==> config.mk <==
export PLATFORM = sky130hd
export DESIGN_NAME = cid_top
export DESIGN_NICKNAME = d
export VERILOG_FILES = /design/src/cid_pkg.sv /design/src/cid_size_check.sv /design/src/cid_tap_force.sv /design/src/cid_top.sv
export SDC_FILE = /design/constraint.sdc
export NUM_CORES = 1
export LEC_CHECK = 0
export BUFFER_PORTS_ARGS = -buffer_cell sky130_fd_sc_hd__buf_2
export CORE_ASPECT_RATIO = 1.25
export CORE_MARGIN = 3
export CORE_UTILIZATION = 31
export DETAILED_ROUTE_END_ITERATION = 10
export PLACE_DENSITY = 0.81
export SYNTH_ARGS = -nofsm -noshare
export SYNTH_HDL_FRONTEND = slang
export SYNTH_SLANG_ARGS = --single-unit
==> constraint.sdc <==
create_clock -name CLOCK_I -period 1.9 [get_ports CLOCK_I]
set_clock_uncertainty 0.1 [all_clocks]
set_input_delay 0.19 -clock CLOCK_I [delete_from_list [all_inputs] [get_ports CLOCK_I]]
set_output_delay 0.19 -clock CLOCK_I [all_outputs]
set_load 0.03 [all_outputs]
==> src/cid_pkg.sv <==
// Package: register map, field layout and constants of the chip identity block
package cid_pkg;

   // Register byte offsets (no offsets printed; chosen locally)
   localparam logic [11:0] CID_OFS_IDENT   = 12'h000;
   localparam logic [11:0] CID_OFS_EXTID   = 12'h004;
   localparam logic [11:0] CID_OFS_FORCE   = 12'h008;
   localparam int          CID_ADDR_W      = 12;

   // Identification word field positions
   localparam int CID_EXT_BIT   = 31;
   localparam int CID_TYP_LSB   = 28;
   localparam int CID_ARCHITECTURE_CODE_LSB  = 20;
   localparam int CID_SRAM_LSB  = 16;
   localparam int CID_SIZ2_LSB  = 12;
   localparam int CID_SIZ1_LSB  = 8;
   localparam int CID_PROC_LSB  = 5;
   localparam int CID_REV_LSB   = 0;
   localparam int CID_FORCE_BIT = 0;

   // Program memory size encodings
   localparam logic [3:0] CID_SIZ_NONE  = 4'h0;
   localparam logic [3:0] CID_SIZ_8K    = 4'h1;
   localparam logic [3:0] CID_SIZ_16K   = 4'h2;
   localparam logic [3:0] CID_SIZ_32K   = 4'h3;
   localparam logic [3:0] CID_SIZ_64K   = 4'h5;
   localparam logic [3:0] CID_SIZ_128K  = 4'h7;
   localparam logic [3:0] CID_SIZ_256K  = 4'h9;
   localparam logic [3:0] CID_SIZ_512K  = 4'ha;
   localparam logic [3:0] CID_SIZ_1024K = 4'hc;
   localparam logic [3:0] CID_SIZ_2048K = 4'he;

   // SRAM size encodings
   localparam logic [3:0] CID_SRAM_RSVD = 4'h0;
   localparam logic [3:0] CID_SRAM_64K  = 4'hb;

   // Memory type encodings
   typedef enum logic [2:0] {
      CID_TYP_ROM      = 3'h0,
      CID_TYP_ROMLESS  = 3'h1,
      CID_TYP_FLASH    = 3'h2,
      CID_TYP_ROMFLASH = 3'h3,
      CID_TYP_SRAMEMU  = 3'h4
   } cid_memtype_t;

   localparam logic [31:0] CID_ZERO_WORD = 32'h0000_0000;

   // Read-data bus return for unmapped addresses
   localparam logic [31:0] CID_UNMAPPED  = 32'h0000_0000;

endpackage

==> src/cid_size_check.sv <==
`timescale 1ns/1ps
// Decoder that flags reserved codes of a size field
module cid_size_check
   import cid_pkg::*;
#(
   parameter bit SRAM_TABLE = 1'b0
)
(
   input  wire logic [3:0] code_i,
   output logic            legal_o
);

   always_comb
   begin
      if (SRAM_TABLE)
         legal_o = (code_i != CID_SRAM_RSVD);
      else
      begin
         case (code_i)
            CID_SIZ_NONE, CID_SIZ_8K, CID_SIZ_16K, CID_SIZ_32K, CID_SIZ_64K,
            CID_SIZ_128K, CID_SIZ_256K, CID_SIZ_512K, CID_SIZ_1024K,
            CID_SIZ_2048K: legal_o = 1'b1;
            default:       legal_o = 1'b0;
         endcase
      end
   end

endmodule

==> src/cid_tap_force.sv <==
`timescale 1ns/1ps
// Test-reset steering: follows power-on reset or is held low
module cid_tap_force
(
   input  wire logic CLOCK_I,
   input  wire logic RST_B_I,
   input  wire logic force_i,
   input  wire logic por_b_i,
   output logic      trst_b_o
);

   // Registered so the pin never glitches while the force bit changes
   always_ff @(posedge CLOCK_I or negedge RST_B_I)
   begin
      if (!RST_B_I)
         trst_b_o <= 1'b0;
      else
         trst_b_o <= force_i ? 1'b0 : por_b_i;
   end

endmodule

==> src/cid_top.sv <==
// Design decisions made here: register access over APB and the placing of the registers.
`timescale 1ns/1ps
// Chip identification registers and test-reset force control on APB
// Operation
// - A 32-bit read-only ident word holds ext flag, type, architecture_code, SRAM, two sizes, cpu, rev.
// - Revision, processor and architecture codes are fixed product constants (5, 3 and 8 bits).
// - The first program memory size field uses the listed size code table with reserved gaps.
// - The second program memory size field uses the same code table as the first.
// - The SRAM size field uses its own 16-entry table where code 0 is reserved.
// - The memory type field codes ROM, ROMless, flash, ROM plus flash and SRAM-as-ROM.
// - The extension flag reads 1 only when an extension word is implemented.
// - The extension word is read-only and reads all zeros whenever the flag is 0.
// - A read-write force bit at bit 0, when 0, lets test-reset follow power-on reset.
// - When the force bit is 1, test-reset is held low for as long as it stays set.
module cid_top
   import cid_pkg::*;
#(
   parameter logic [4:0]  REVISION    = 5'h01,    // Arbitrary value
   parameter logic [2:0]  PROC_CODE   = 3'h1,     // Arbitrary value
   parameter logic [7:0]  ARCHITECTURE_CODE_CODE   = 8'h0a,    // Arbitrary value
   parameter logic [2:0]  MEM_TYPE    = CID_TYP_ROMFLASH,
   parameter logic [3:0]  SIZE_FIRST  = CID_SIZ_32K,
   parameter logic [3:0]  SIZE_SECOND = CID_SIZ_256K,
   parameter logic [3:0]  SRAM_SIZE   = CID_SRAM_64K,
   parameter bit          HAS_EXT     = 1'b1,
   parameter logic [31:0] EXT_WORD    = 32'h0000_0a5a  // Arbitrary value
)
(
   input  wire logic                  CLOCK_I,
   input  wire logic                  RST_B_I,
   input  wire logic                  PSEL_I,
   input  wire logic                  PENABLE_I,
   input  wire logic                  PWRITE_I,
   input  wire logic [CID_ADDR_W-1:0] PADDR_I,
   input  wire logic [31:0]           PWDATA_I,
   input  wire logic                  POR_B_I,
   output logic [31:0]                PRDATA_O,
   output logic                       PREADY_O,
   output logic                       PSLVERR_O,
   output logic                       TRST_B_O,
   output logic                       CFG_LEGAL_O
);

   logic        force_test_reset;
   logic [31:0] chip_identification;
   logic [31:0] chip_identification_extension;
   logic        setup;
   logic        mapped;
   logic [31:0] next_rdata;
   logic        legal_siz1;
   logic        legal_siz2;
   logic        legal_sram;
   logic        legal_type;

   // Fixed identification word; constants only, so writes cannot touch it
   assign chip_identification =
      {HAS_EXT, MEM_TYPE, ARCHITECTURE_CODE_CODE, SRAM_SIZE, SIZE_SECOND, SIZE_FIRST,
       PROC_CODE, REVISION};

   assign chip_identification_extension = HAS_EXT ? EXT_WORD : CID_ZERO_WORD;

   cid_size_check #(.SRAM_TABLE(1'b0)) u_siz1
   (
      .code_i  (SIZE_FIRST),
      .legal_o (legal_siz1)
   );

   cid_size_check #(.SRAM_TABLE(1'b0)) u_siz2
   (
      .code_i  (SIZE_SECOND),
      .legal_o (legal_siz2)
   );

   cid_size_check #(.SRAM_TABLE(1'b1)) u_sram
   (
      .code_i  (SRAM_SIZE),
      .legal_o (legal_sram)
   );

   assign legal_type = (MEM_TYPE <= CID_TYP_SRAMEMU);

   // Zero-wait-state slave: access phase always completes at once
   assign setup  = PSEL_I && !PENABLE_I;
   assign mapped = (PADDR_I == CID_OFS_IDENT) || (PADDR_I == CID_OFS_EXTID)
                   || (PADDR_I == CID_OFS_FORCE);

   always_comb
   begin
      case (PADDR_I)
         CID_OFS_IDENT: next_rdata = chip_identification;
         CID_OFS_EXTID: next_rdata = chip_identification_extension;
         CID_OFS_FORCE: next_rdata = {31'h0000_0000, force_test_reset};
         default:       next_rdata = CID_UNMAPPED;
      endcase
   end

   // Answer prepared in setup so every output comes from a flip-flop
   always_ff @(posedge CLOCK_I or negedge RST_B_I)
   begin
      if (!RST_B_I)
      begin
         PREADY_O  <= 1'b0;
         PRDATA_O  <= CID_ZERO_WORD;
         PSLVERR_O <= 1'b0;
      end
      else
      begin
         PREADY_O  <= setup;
         PSLVERR_O <= setup && !mapped;
         if (setup && !PWRITE_I)
            PRDATA_O <= next_rdata;
         else if (!setup)
            PRDATA_O <= CID_ZERO_WORD;
      end
   end

   // Only the force bit is writable; ident writes fall through
   always_ff @(posedge CLOCK_I or negedge RST_B_I)
   begin
      if (!RST_B_I)
         force_test_reset <= 1'b0;
      else if (PSEL_I && PENABLE_I && PREADY_O && PWRITE_I
               && PADDR_I == CID_OFS_FORCE)
         force_test_reset <= PWDATA_I[CID_FORCE_BIT];
   end

   always_ff @(posedge CLOCK_I or negedge RST_B_I)
   begin
      if (!RST_B_I)
         CFG_LEGAL_O <= 1'b0;
      else
         CFG_LEGAL_O <= legal_siz1 && legal_siz2 && legal_sram && legal_type;
   end

   cid_tap_force u_force
   (
      .CLOCK_I  (CLOCK_I),
      .RST_B_I  (RST_B_I),
      .force_i  (force_test_reset),
      .por_b_i  (POR_B_I),
      .trst_b_o (TRST_B_O)
   );
endmodule

Word-level counts from Yosys, hierarchy flattened
Memories as Yosys holds them, arrays and structs flattened.
Cells that the tools add are included.

storage, ports and cells
  ROM bits = 32
  register bits after elaboration = 37
  memories = 2
  output and inout bits = 36
  word-level logic and storage cells = 29
  bits of input ports = 50

memories
  name              words  bits a word  rd ports  clocked after memory_dff  write ports  line                  RTL
  (name not given)  16     1            1         0                         0            cid_size_check.sv:19  case (code_i)
  (name not given)  16     1            1         0                         0            cid_size_check.sv:19

operators by class
  mux-type cells = 4
  equal/unequal tests = 3
  reduce and logical (&&, ||, !) cells = 14

operators with widths
  cell                                                                      number
  32-bit one-hot mux with 3 select lines                                    1
  32-bit two-way mux                                                        2
  12-bit by 3-bit equality test with 1-bit output (second input constant)   1
  12-bit by 4-bit equality test with 1-bit output (second input constant)   1
  12-bit zero test                                                          1
  1-bit logical AND                                                         8
  1-bit zero test                                                           3
  1-bit logical OR                                                          2
  2-bit by 1-bit inequality test with 1-bit output (second input constant)  1
  1-bit two-way mux                                                         1

Longest topological paths before layout
  depth after elaboration = 5
  gate-level depth with buffers = 4
  gate-level depth less buffers = 4

By module
A second synthesis with hierarchy kept.

second synthesis, totals
  cell total of the unflattened synthesis = 75
  area total of the unflattened synthesis = 670.6 um^2

modules (own cells, without submodules)
  module                       area an instance (um^2)  seq. area each (um^2)  cells each  times used
  cid_top                      561.8                    200.2                  64          1
  cid_size_check (u_siz1 ...)  31.3                     0.0                    4           2
  cid_tap_force                38.8                     25.0                   2           1
  cid_size_check (u_sram)      7.5                      0.0                    1           1

Worst setup path before layout
Ideal clock, no wire load.

  path type = in2reg
  start point = input PADDR_I[7]
  end point = register force_test_reset
  arrival = 1.225 ns
  stages on the path = 4
  library setup time = 0.125 ns
  data required time = 1.675 ns
  buffers on the path = 0
  setup slack = 0.451 ns
  path through = nor4_1 > nand3_1 > nor4_1 > mux2_2

on the way
  longest elaborated chain between the ends = 2

RTL lines
  item                                             line            RTL
  from (decl)                                      cid_top.sv:34   input wire logic [CID_ADDR_W-1:0] PADDR_I,
  12-bit by 4-bit equality test with 1-bit output  cid_top.sv:123  && PADDR_I == CID_OFS_FORCE)
  1-bit logical AND                                cid_top.sv:123
  to (signal assigned)                             cid_top.sv:124  force_test_reset <= PWDATA_I[CID_FORCE_BIT];
  to (decl)                                        cid_top.sv:44   logic force_test_reset;

No other way between the ends.
A chain may end at the register's enable or synchronous reset.

Final worst setup path
Same ends and word-level chain as after synthesis.

==> metrics <==
leakage 0.417 nW; die area approximately 2500 um^2; outcome finished clean; Setup CP Type in2reg; post-route ant nets 0; Fin Hold WS about 54 ps; CP max FO 5; RR Startpoint force_test_reset; P_sw between 0.0001 and 0.00015 W; Adder-Cell Fraction of Synth Area 0%; die height 54.6 um; Detailed Routing Iterations Pass 1 4; TritonCTS clock tree built; RSZ-0062 raised after global routing false; Synth top area share about two fifths; Worst Path Arrival 1460 ps; initial antenna violation count 0; Final Cycle Share about three quarters; setup TNS 0 ps; number of global-route vias before repair approximately 440; min Tclk post-route roughly 1400 ps; Pwr Density 616 nW/um^2; vias between 400 and 500; most common cell after layout, fill and taps aside buf_2; internal power component ~0.0003 W; Worst VDD drop 0.000305 V; register area share after synthesis about two fifths; largest area contributor in the netlist dfrtp_1; pre-CTS setup slack 206 ps; total global routing track utilization around a tenth; cts bufs inserted 3; Worst R2R Path Depth 3; clk_lat worst skew roughly 250 ps; drt wl/cell slightly above 10 um; Core Region between 1500 and 2000 um^2; Post-Synth Simple-Gate Area about 18%; most frequent cells in the layout 41 x buf_2, 14 x conb_1, 9 x dfrtp_1; Routed WL 1140 um; GP Congestion between 0.6 and 0.7; MaxCap Viol Count 0; CTS Root Cell clkbuf_4; Hold Crit Class in2reg; die width roughly 45 um; Layout Nets around 150; CTS resizes 0; Hold Fails Final Rpt 0; row count 16; DR iter-0 viols 3; HPWL Detailed around 1000 um; syn avg cell area around 9.0 um^2; Worst R2R End PRDATA_O[0]; GR Overflow Total 0; first-pass GRT wire length roughly 1700 um; switching fraction of total power a little under 30%; Port Buffers approximately 40; area grow syn2layout 16.8%; fillcell total 187; startpoint types input pin; clock tree buffer depth 2; Sink Count 9; r2r setup slk around 630 ps; Clock power frac between 30 and 40%; synth top area cells dfrtp_1 38%, buf_4 36%, a21oi_1 3.4%; fmax just over 0.7 GHz; main combinational cell family by area after synthesis buffers and inverters; initial core utilization between 30% and 40%; sequential power share a little under half; Setup crit end kind register; yosys warns 0; hold worst-path end u_force.trst_b_o; DRC violations left 0; largest net degree at the start of global routing 14; proportion of layout cells with a drive suffix above 1 roughly half; Mapped Cells 65; Ports 86; max-slew violations 0; Comb pwr share about a fifth; mux cell area share after synthesis 1.92%; H-tree depth 1; Clk pin slew, worst setup/hold paths 60 ps; Hold Crit Depth 2; Mapped Area ~590 um^2; Synth cell types 16; xor/xnor share of the synthesized area 0%; complex-gate fraction of the synthesized area roughly 4.3%; Yosys reg bits 9; final worst setup slack 479 ps; endpoints failing setup 0; Ant. Diodes 0; Worst EP required approximately 1900 ps; via/cell ratio 4.22; worst hold path startpoint POR_B_I
[registers in the layout, summed over array words and instances (netlist names)]
register and count:
PSLVERR_O 1, u_force.trst_b_o 1, force_test_reset 1, CFG_LEGAL_O 1
PRDATA_O 4, PREADY_O 1
[metrics by stage]
stage | power (W) | instances | instance area, um^2 | utilization (%)
5_1_grt | 0.000453 | 113 | 686 | 40.8
2_1_floorplan | 0.000271 | 77 | 632 | -
4_1_cts | 0.000433 | 113 | 686 | 40.8
3_3_place_gp | 0.000280 | 108 | 649 | 38.6
6_report | 0.000422 | 113 | 686 | 40.8
3_5_place_dp | 0.000282 | 108 | 649 | 38.6
[Yosys cell counts]
library cell / number
buf_4: 28
o21ai_1: 1
inv_1: 1
nor2b_1: 1
mux2_2: 1
and2b_2: 1
or3_2: 1
nor4_1: 3
conb_1: 2
nand2_1: 5
or4_1: 2
nand2b_1: 1
dfrtp_1: 9
nor2_1: 2
nand3_1: 3
a21oi_1: 4
[how the worst max path moves through the flow]
stage                            end  cells after the start  startpoint  slack, ps
floorplan           force_test_reset                      4  PADDR_I[7]        450
global placement    force_test_reset                      5  PADDR_I[7]        240
detailed placement  force_test_reset                      5  PADDR_I[7]        210
CTS                 force_test_reset                      5  PADDR_I[7]        480
global route        force_test_reset                      5  PADDR_I[9]        340
finish              force_test_reset                      5  PADDR_I[7]        480
[cells by family after synthesis]
logic type,Yosys count
muxes,1
DFF,9
AOI/OAI and AO/OA,5
other,2
and+or+nand+nor,19
buffers and inverters,29
[layer usage]
metal	GRT usage [%]	vias up	share of wire, %
met1	7.72	209	31
met3	4.28	2	15
met2	18.9	32	53
met4	5.85	0	0.53
met5	0	-	0
li1	-	234	-
[power by group through the flow]
stage / registers [W] / clock network, W / logic, W
CTS: 0.000197 / 0.000152 / 0.0000832
global route: 0.000197 / 0.000166 / 0.0000901
floorplan: 0.000210 / 0 / 0.0000613
finish: 0.000197 / 0.000142 / 0.0000832
global placement: 0.000201 / 0 / 0.0000793
detailed placement: 0.000201 / 0 / 0.0000817
[worst max-delay path, stage by stage]
cell     delay, ps
buf_2          100
nor4_1         260
nand3_1        190
nor4_1         360
mux2_2         370
[timing repair]
action | 4_1_cts | 5_1_grt
setup buffers | 0 | 0
endpoints found under the hold margin | 9 | 0
hold buffers | 1 | 0
[area by class of cell]
type	count	area [um^2]	area share (%)
flip-flops and latches	9	225	32.8
clock buffers	4	26.3	3.83
inverters	1	3.75	0.547
multi-input cells	39	193	28.1
repair buffers	42	215	31.4
well taps	18	22.5	3.28
Note: power is estimated with default switching activity, not from simulation.
